`src/hdl/adccc_pkg.sv`:
```
// Purpose: shared constants for the conversion control block
// Assumes: APB, 32-bit words, 125 MHz system clock
// Notes: one aligned word per register
package adccc_pkg;
    localparam logic [11:0] ADDR_CTRL0 = 12'h000;
    localparam logic [11:0] ADDR_CTRL1 = 12'h004;
    localparam logic [11:0] ADDR_RESH = 12'h008;
    localparam logic [11:0] ADDR_RESL = 12'h00C;
    localparam logic [11:0] ADDR_IRQ = 12'h010;
    localparam logic [11:0] ADDR_SAMPLE = 12'h014;
    // control register 0 fields
    localparam int C0_START = 7;
    localparam int C0_BUSY = 6;
    localparam int C0_EN = 5;
    localparam int C0_FMT = 4;
    localparam int C0_CH_LSB = 0;
    // control register 1 fields
    localparam int C1_SRC_LSB = 5;
    localparam int C1_REF_LSB = 3;
    localparam int C1_DIV_LSB = 0;
    // interrupt control fields
    localparam int IRQ_GLOBAL = 0;
    localparam int IRQ_EN = 1;
    localparam int IRQ_FLAG = 2;
    localparam logic [7:0] CTRL0_RESET = 8'h00;
    localparam logic [7:0] CTRL1_RESET = 8'h00;
    localparam logic [11:0] RESULT_RESET = 12'h000;
    // sequence lengths in conversion-clock cycles
    localparam logic [4:0] SAMPLE_CYCLES = 5'h04;
    localparam logic [4:0] CONVERT_CYCLES = 5'h0C;
    localparam logic [11:0] FULL_SCALE = 12'hFFF;
    // input source selections
    typedef enum logic [1:0] {
        ADCCC_SRC_EXT,
        ADCCC_SRC_BANDGAP,
        ADCCC_SRC_GND
    } adccc_src_t;
endpackage : adccc_pkg

```
`src/hdl/adc_conversion_control.sv`:
```
// Purpose: APB-controlled successive-approximation conversion sequencer
// Assumes: analog comparator result arrives on cmpIn from the array
// Notes: zero-wait APB slave, pready always high
//
// Notes on behaviour
// - start on completed 0-1-0 start pulse
// - busy flag set when conversion triggered
// - busy flag cleared at conversion end
// - completion sets converter interrupt flag
// - enabled flag raises interrupt request
// - clock divides system clock by 2^code
// - analog power follows enable bit
// - disabled converter powers nothing and connects no source; reference select stays live
// - four sample then twelve convert cycles
// - conversion runs without processor help
// - result valid when busy flag falls
// - twelve-bit unsigned, full scale FFF
// - one step equals reference over 4096
// - reference follows reference-select field
// - result layout follows format bit
// - channel codes route pins, top bit none
// - source codes pick bandgap, ground, pin
// - reference code 01 picks analog supply
//
// The placing of the registers and the APB interface to the registers were decided locally.
module adc_conversion_control
    import adccc_pkg::*;
(
    input wire logic clk,
    input wire logic reset,
    input wire logic ce,
    input wire logic psel,
    input wire logic penable,
    input wire logic pwrite,
    input wire logic [11:0] paddr,
    input wire logic [31:0] pwdata,
    output logic [31:0] prdata,
    output logic pready,
    output logic pslverr,
    input wire logic cmpIn,
    output logic [11:0] dacCode,
    output logic sampleHold,
    output logic analogPowerOn,
    output logic [7:0] chanConnect,
    output logic bandgapSel,
    output logic groundSel,
    output logic refIsSupply,
    output logic irqReq
);
    typedef enum logic [1:0] {
        ADCCC_IDLE,
        ADCCC_SAMPLE,
        ADCCC_CONVERT
    } adccc_state_t;

    adccc_state_t state_q;
    logic [7:0] ctrl0_q;
    logic [7:0] ctrl1_q;
    logic [11:0] result_q;
    logic [11:0] sar_q;
    logic [4:0] phaseCnt_q;
    logic [3:0] bitIdx_q;
    logic startSeen_q;
    logic globalEn_q;
    logic irqEn_q;
    logic irqFlag_q;
    logic cmpMeta_q;
    logic cmpSync_q;
    logic busy;
    logic tick;
    logic wrEn;
    logic rdEn;
    logic mapped;
    logic trigger;
    logic done;
    logic wrIrq;
    adccc_src_t srcKind;

    assign wrEn = psel && penable && pwrite;
    assign rdEn = psel && !pwrite;
    assign pready = 1'b1;
    assign mapped = (paddr == ADDR_CTRL0) || (paddr == ADDR_CTRL1) ||
        (paddr == ADDR_RESH) || (paddr == ADDR_RESL) ||
        (paddr == ADDR_IRQ);
    assign pslverr = psel && penable && !mapped;
    assign busy = (state_q != ADCCC_IDLE);
    assign wrIrq = wrEn && (paddr == ADDR_IRQ);

    // comparator comes from the analog domain
    always_ff @(posedge clk or posedge reset) begin
        if (reset) begin
            cmpMeta_q <= 1'b0;
            cmpSync_q <= 1'b0;
        end else if (ce) begin
            cmpMeta_q <= cmpIn;
            cmpSync_q <= cmpMeta_q;
        end
    end

    always_ff @(posedge clk or posedge reset) begin
        if (reset) begin
            ctrl0_q <= CTRL0_RESET;
            ctrl1_q <= CTRL1_RESET;
        end else if (ce && wrEn) begin
            if (paddr == ADDR_CTRL0) begin
                ctrl0_q <= pwdata[7:0];
            end
            if (paddr == ADDR_CTRL1) begin
                ctrl1_q <= pwdata[7:0];
            end
        end
    end

    // trigger only on the falling half of a completed pulse
    always_ff @(posedge clk or posedge reset) begin
        if (reset) begin
            startSeen_q <= 1'b0;
        end else if (ce) begin
            if (!ctrl0_q[C0_EN]) begin
                startSeen_q <= 1'b0;
            end else if (ctrl0_q[C0_START]) begin
                startSeen_q <= 1'b1;
            end else if (startSeen_q) begin
                startSeen_q <= 1'b0;
            end
        end
    end
    assign trigger = startSeen_q && !ctrl0_q[C0_START] &&
        ctrl0_q[C0_EN];

    adccc_clkdiv u_div (
        .clk(clk),
        .reset(reset),
        .ce(ce),
        .run(busy),
        .divSel(ctrl1_q[C1_DIV_LSB +: 3]),
        .tick(tick)
    );

    assign done = tick && (state_q == ADCCC_CONVERT) &&
        (phaseCnt_q == CONVERT_CYCLES - 5'h01);

    // sequencer runs on its own once triggered
    always_ff @(posedge clk or posedge reset) begin
        if (reset) begin
            state_q <= ADCCC_IDLE;
            phaseCnt_q <= 5'h00;
        end else if (ce) begin
            if (!ctrl0_q[C0_EN]) begin
                state_q <= ADCCC_IDLE;
                phaseCnt_q <= 5'h00;
            end else begin
                unique case (state_q)
                    ADCCC_IDLE: begin
                        phaseCnt_q <= 5'h00;
                        if (trigger) begin
                            state_q <= ADCCC_SAMPLE;
                        end
                    end
                    ADCCC_SAMPLE: begin
                        if (tick) begin
                            if (phaseCnt_q == SAMPLE_CYCLES - 5'h01) begin
                                state_q <= ADCCC_CONVERT;
                                phaseCnt_q <= 5'h00;
                            end else begin
                                phaseCnt_q <= phaseCnt_q + 5'h01;
                            end
                        end
                    end
                    ADCCC_CONVERT: begin
                        if (tick) begin
                            if (done) begin
                                state_q <= ADCCC_IDLE;
                                phaseCnt_q <= 5'h00;
                            end else begin
                                phaseCnt_q <= phaseCnt_q + 5'h01;
                            end
                        end
                    end
                endcase
            end
        end
    end

    // binary search, msb first; one bit per conversion clock
    always_ff @(posedge clk or posedge reset) begin
        if (reset) begin
            sar_q <= 12'h000;
            bitIdx_q <= 4'hB;
        end else if (ce) begin
            if (state_q != ADCCC_CONVERT) begin
                sar_q <= 12'h800;
                bitIdx_q <= 4'hB;
            end else if (tick) begin
                if (!cmpSync_q) begin
                    sar_q[bitIdx_q] <= 1'b0;
                end
                if (bitIdx_q != 4'h0) begin
                    sar_q[bitIdx_q - 4'h1] <= 1'b1;
                    bitIdx_q <= bitIdx_q - 4'h1;
                end
            end
        end
    end

    always_ff @(posedge clk or posedge reset) begin
        if (reset) begin
            result_q <= RESULT_RESET;
        end else if (ce && done) begin
            result_q <= cmpSync_q ? sar_q :
                (sar_q & ~12'h001);
        end
    end

    always_ff @(posedge clk or posedge reset) begin
        if (reset) begin
            globalEn_q <= 1'b0;
            irqEn_q <= 1'b0;
            irqFlag_q <= 1'b0;
        end else if (ce) begin
            if (wrIrq) begin
                globalEn_q <= pwdata[IRQ_GLOBAL];
                irqEn_q <= pwdata[IRQ_EN];
            end
            if (done) begin
                irqFlag_q <= 1'b1;
            end else if (wrIrq) begin
                irqFlag_q <= pwdata[IRQ_FLAG];
            end
        end
    end
    assign irqReq = irqFlag_q && irqEn_q && globalEn_q;

    adccc_route u_route (
        .srcSel(ctrl1_q[C1_SRC_LSB +: 3]),
        .chanSel(ctrl0_q[C0_CH_LSB +: 4]),
        .refSel(ctrl1_q[C1_REF_LSB +: 2]),
        .powerEn(ctrl0_q[C0_EN]),
        .srcKind(srcKind),
        .chanConnect(chanConnect),
        .refIsSupply(refIsSupply)
    );
    assign bandgapSel = ctrl0_q[C0_EN] && (srcKind == ADCCC_SRC_BANDGAP);
    assign groundSel = ctrl0_q[C0_EN] && (srcKind == ADCCC_SRC_GND);
    assign analogPowerOn = ctrl0_q[C0_EN];
    assign sampleHold = (state_q == ADCCC_SAMPLE);
    assign dacCode = sar_q;

    // format 0 left-justifies, format 1 right-justifies
    always_comb begin
        prdata = 32'h0000_0000;
        if (rdEn) begin
            unique case (paddr)
                ADDR_CTRL0: prdata = {24'h000000, ctrl0_q[7],
                    busy, ctrl0_q[5:0]};
                ADDR_CTRL1: prdata = {24'h000000, ctrl1_q};
                ADDR_RESH: prdata = ctrl0_q[C0_FMT] ?
                    {28'h0000000, result_q[11:8]} :
                    {24'h000000, result_q[11:4]};
                ADDR_RESL: prdata = ctrl0_q[C0_FMT] ?
                    {24'h000000, result_q[7:0]} :
                    {24'h000000, result_q[3:0], 4'h0};
                ADDR_IRQ: prdata = {29'h00000000, irqFlag_q, irqEn_q,
                    globalEn_q};
                default: prdata = 32'h0000_0000;
            endcase
        end
    end
endmodule : adc_conversion_control

```
`src/hdl/adccc_clkdiv.sv`:
```
// Purpose: conversion clock enable divided from the system clock
// Assumes: divider code 0..7 selects divide by 1..128
// Notes: counter restarts when run is low so each conversion is aligned
module adccc_clkdiv
    import adccc_pkg::*;
(
    input wire logic clk,
    input wire logic reset,
    input wire logic ce,
    input wire logic run,
    input wire logic [2:0] divSel,
    output logic tick
);
    logic [6:0] cnt_q;
    logic [6:0] limit;
    assign limit = 7'((8'h01 << divSel) - 8'h01);
    assign tick = run && (cnt_q == limit);
    always_ff @(posedge clk or posedge reset) begin
        if (reset) begin
            cnt_q <= 7'h00;
        end else if (ce) begin
            if (!run || tick) begin
                cnt_q <= 7'h00;
            end else begin
                cnt_q <= cnt_q + 7'h01;
            end
        end
    end
endmodule : adccc_clkdiv

```
`src/hdl/adccc_route.sv`:
```
// Purpose: analog input and reference routing decode
// Assumes: codes as programmed in control registers
// Notes: purely combinational
module adccc_route
    import adccc_pkg::*;
(
    input wire logic [2:0] srcSel,
    input wire logic [3:0] chanSel,
    input wire logic [1:0] refSel,
    input wire logic powerEn,
    output adccc_pkg::adccc_src_t srcKind,
    output logic [7:0] chanConnect,
    output logic refIsSupply
);
    always_comb begin
        unique case (srcSel)
            3'h1: srcKind = ADCCC_SRC_BANDGAP;
            3'h2, 3'h3, 3'h4: srcKind = ADCCC_SRC_GND;
            default: srcKind = ADCCC_SRC_EXT;
        endcase
    end
    // a pin is only switched in while powered and in range
    assign chanConnect = (powerEn && !chanSel[3]) ?
        8'(8'h01 << chanSel[2:0]) : 8'h00;
    assign refIsSupply = (refSel == 2'h1);
endmodule : adccc_route

```
`config.mk`:
```
export PLATFORM = sky130hd
export DESIGN_NAME = adc_conversion_control
export DESIGN_NICKNAME = d
export VERILOG_FILES = /design/src/hdl/adccc_pkg.sv /design/src/hdl/adc_conversion_control.sv /design/src/hdl/adccc_clkdiv.sv /design/src/hdl/adccc_route.sv
export SDC_FILE = /design/constraint.sdc
export NUM_CORES = 1
export LEC_CHECK = 0
export BUFFER_PORTS_ARGS = -buffer_cell sky130_fd_sc_hd__buf_2
export CORE_MARGIN = 1.5
export CORE_UTILIZATION = 50
export DETAILED_ROUTE_END_ITERATION = 10
export GPL_TIMING_DRIVEN = 0
export PLACE_DENSITY = 0.74
export SLEW_MARGIN = 10
export SYNTH_ARGS = -nofsm -noshare
export SYNTH_HDL_FRONTEND = slang
export SYNTH_SLANG_ARGS = --single-unit
```
`constraint.sdc`:
```
create_clock -name clk -period 3.6 [get_ports clk]
set_input_delay 0.18 -clock clk [delete_from_list [all_inputs] [get_ports clk]]
set_output_delay 0.18 -clock clk [all_outputs]
set_load 0.03 [all_outputs]
```
==> qor.yml <==
status: "complete, but fails checks"
failed_checks: "hold timing"
ctsHoldBuffers: 0
path_cells: "buf_4, or3_1, ha_1, buf_4, nand3b_1, a211oi_2, o2bb2ai_2, o2111ai_4, nor2_4, buf_12, mux2_4"
synth_flop_cell: "dfrtp_1"
clk_pin_slew_ps: 70
synth_mux_area_share_pct: 12.14
cp_slowest_stage_delay_ps: 440
dp_hpwl_mm: 8.017
layout-drive-gt1-share_pct: 28.10
cp-start-kind: "flip-flop"
utilization_pct: 58.88
drt_wl_total_mm: 10.85
num_vias: 3921
wl_met2_mm: 5.037
critPathKind: "flip-flop to flip-flop"
grt_first_pass_wirelength_mm: 18.49
drt-met1-wl_mm: 4.856
endpoint_kind: "flip-flop"
syn_avg_cell_area_sq_um: 9.264
grt_max_degree: 64
cap_violations: 0
worstMarginPinSlew_ps: 777.4
dr_wl_met3_um: 737
vdd_drop_max_uv: 160.8
port_buffers: 59
rsz0062_at_grt: "no"
setup_viol: 0
yosysWarnings: 0
overflow: 0
nNetsFinal: 630
grt.total_usage_pct: 24.02
seq_area_frac_synth_pct: 35.91
ys_types: 67
fill_cells: 774
final_cell_mix: "63 x buf_2, 60 x dfrtp_1, 39 x nand2_1, 32 x nor2_1, 29 x buf_4"
crit_family: "simple AND/OR/NAND/NOR gates"
syn2layout_area_growth_pct: 15.55
async_flop_share_pct: 100.0
top_layer: "met4"
drt_iter0_markers: 274
drt.antenna.violating_nets: 0
drv_slew: 0
fin_crit_ps: 3041
insertedDiodeCount: 0
start_util_pct: 50.96
synth_top_area_share_pct: 34.12
coreArea_sq_um: 8636
setup_tns_ps: 0
skew_ps: 9.151
synth_simple_gate_area_share_pct: 21.67
synthesis.area_sq_um: 4400
cp.arrival_ps: 3270
slew_headroom_pct: 48.17
final.period_utilization_pct: 84.48
clk_path_buf_depth: 2
postCtsResizedCells: 0
h-tree-depth: 3
ys_top_cells_by_area: "dfrtp_1 34%, mux2_2 5.9%, buf_4 4.9%, nand2_1 3.3%, mux2i_1 3.2%"
first_pass_iters: 5
final_common_cell: "buf_2"
tritoncts: "built"
routedWlPerCell_um: 15.93
critPathRequiredTime_ps: 3830
fin_hold_ws_ps: -14.95
die-height_um: 96.82
die_w_um: 96.82
gp_congestion: 0.9264
cts-root-buf: "clkbuf_8"
critPathMostFrequentCell: "buf_4"
clock_latency_ps: 350
ys_ff_latch: 63
synth_top_cell_by_area: "dfrtp_1"
antenna_found_initial: 0
cp_max_fo: 10
syn_inst: 475
holdCritPathClass: "input pin to async pin"
synth_edf_count: 0
grt_pass1_vias: 3748
critPathSlowestCell: "dfrtp_1"
synth_compound_area_share_pct: 16.01
max_freq_ghz: 0.3288
drc: 0
synth_top_family_by_area: "simple AND/OR/NAND/NOR gates"
p_per_area_nw_per_um2: 271.3
row_count: 34
pin_count: 111
fp.dieArea_sq_um: 9373
p_leak_nw: 2.345
path_buf_inv: 3
cts_buffers: 9
hold_viol: 51
synthXorXnorAreaFrac_pct: 1.791
vias_per_cell: 5.758
cts.sinks: 63
cts_setup_buffers: 0
synthAdderAreaFrac_pct: 3.128
[report_power, final]
group	internal (mW)	switching, mW
sequential	0.710	0.00506
clock	0.246	0.291
combinational	0.0401	0.0873
[final cells by class]
class / count / area [sq um] / area share, %
Multi-Input combinational cell: 366 / 2502 / 49.21
Sequential cell: 63 / 1580 / 31.08
Buffer: 55 / 351.6 / 6.914
Timing Repair Buffer: 59 / 295.3 / 5.807
Tap cell: 108 / 135.1 / 2.657
Clock buffer: 10 / 127.6 / 2.510
Inverter: 14 / 55.05 / 1.083
Clock inverter: 6 / 37.54 / 0.7382
[synthesized netlist by cell type, types with 9 or more instances]
library cell  number
nor2b_1            9
buf_4             29
o211ai_1           9
ha_1              11
mux2_2            23
inv_1             14
nand2_1           39
clkbuf_1          17
o21ai_0           20
mux2i_1           14
a21oi_1           12
and2_1             9
nand3_1           24
nor2_1            32
mux2_4             9
nor3_1            13
dfrtp_1           60
[registers in the layout (all words and copies together), names as in the netlist]
signal	flops
dacCode	12
result_q	12
ctrl1_q	8
ctrl0_q	7
u_div.cnt_q	7
phaseCnt_q	5
bitIdx_q	4
state_q	2
cmpMeta_q	1
cmpSync_q	1
globalEn_q	1
irqEn_q	1
irqFlag_q	1
startSeen_q	1
[layer usage]
| layer | vias up | GRT usage [%] |
|---|---|---|
| li1 | 1858 | - |
| met1 | 1867 | 32.53 |
| met2 | 172 | 37.92 |
| met3 | 24 | 4.913 |
| met4 | 0 | 9.142 |
| met5 | - | 0 |
[path summary, 6_finish.rpt]
check / slack [ps] / endpoint / from / cells past startpoint
setup / recovery: 560 / result_q[8] / ctrl1_q[1] / 11
hold / removal: -10 / u_div.cnt_q[6] / reset / 2
setup reg to reg: 560 / result_q[8] / ctrl1_q[1] / 11
hold reg to reg: 510 / cmpMeta_q / cmpMeta_q / 1
max in group asynchronous: 3110 / ctrl0_q[4] / reset / 2
min in group clk: 60 / cmpMeta_q / cmpIn / 2
[kinds of logic after synthesis]
logic type | count (synthesis)
compound gates | 97
xor+xnor | 9
fa+ha+maj | 11
buf+inv | 69
flops | 63
mux | 46
other cells | 2
simple gates | 178
[worst reg2reg max path, stage by stage (launching register included)]
cell	delay (ps)
dfrtp_1	440
buf_4	200
or3_1	360
ha_1	200
buf_4	160
nand3b_1	170
a211oi_2	250
o2bb2ai_2	180
o2111ai_4	240
nor2_4	260
buf_12	180
mux2_4	300
[through the flow]
stage | area, sq um | hold WS, ps | total power, mW | std cells | worst slack [ps]
5_1_grt | 5085 | 53.05 | 1.436 | 681 | 410.9
4_1_cts | 5085 | 12.72 | 1.384 | 681 | 570.5
3_3_place_gp | 4917 | 417.9 | 0.8539 | 665 | 623.2
3_5_place_dp | 4920 | 385.8 | 0.8561 | 665 | 596.5
6_report | 5085 | -14.95 | 1.380 | 681 | 558.9
2_1_floorplan | 4487 | 330.4 | 0.8237 | 498 | 853.7
(Power assumes the default switching activity.)
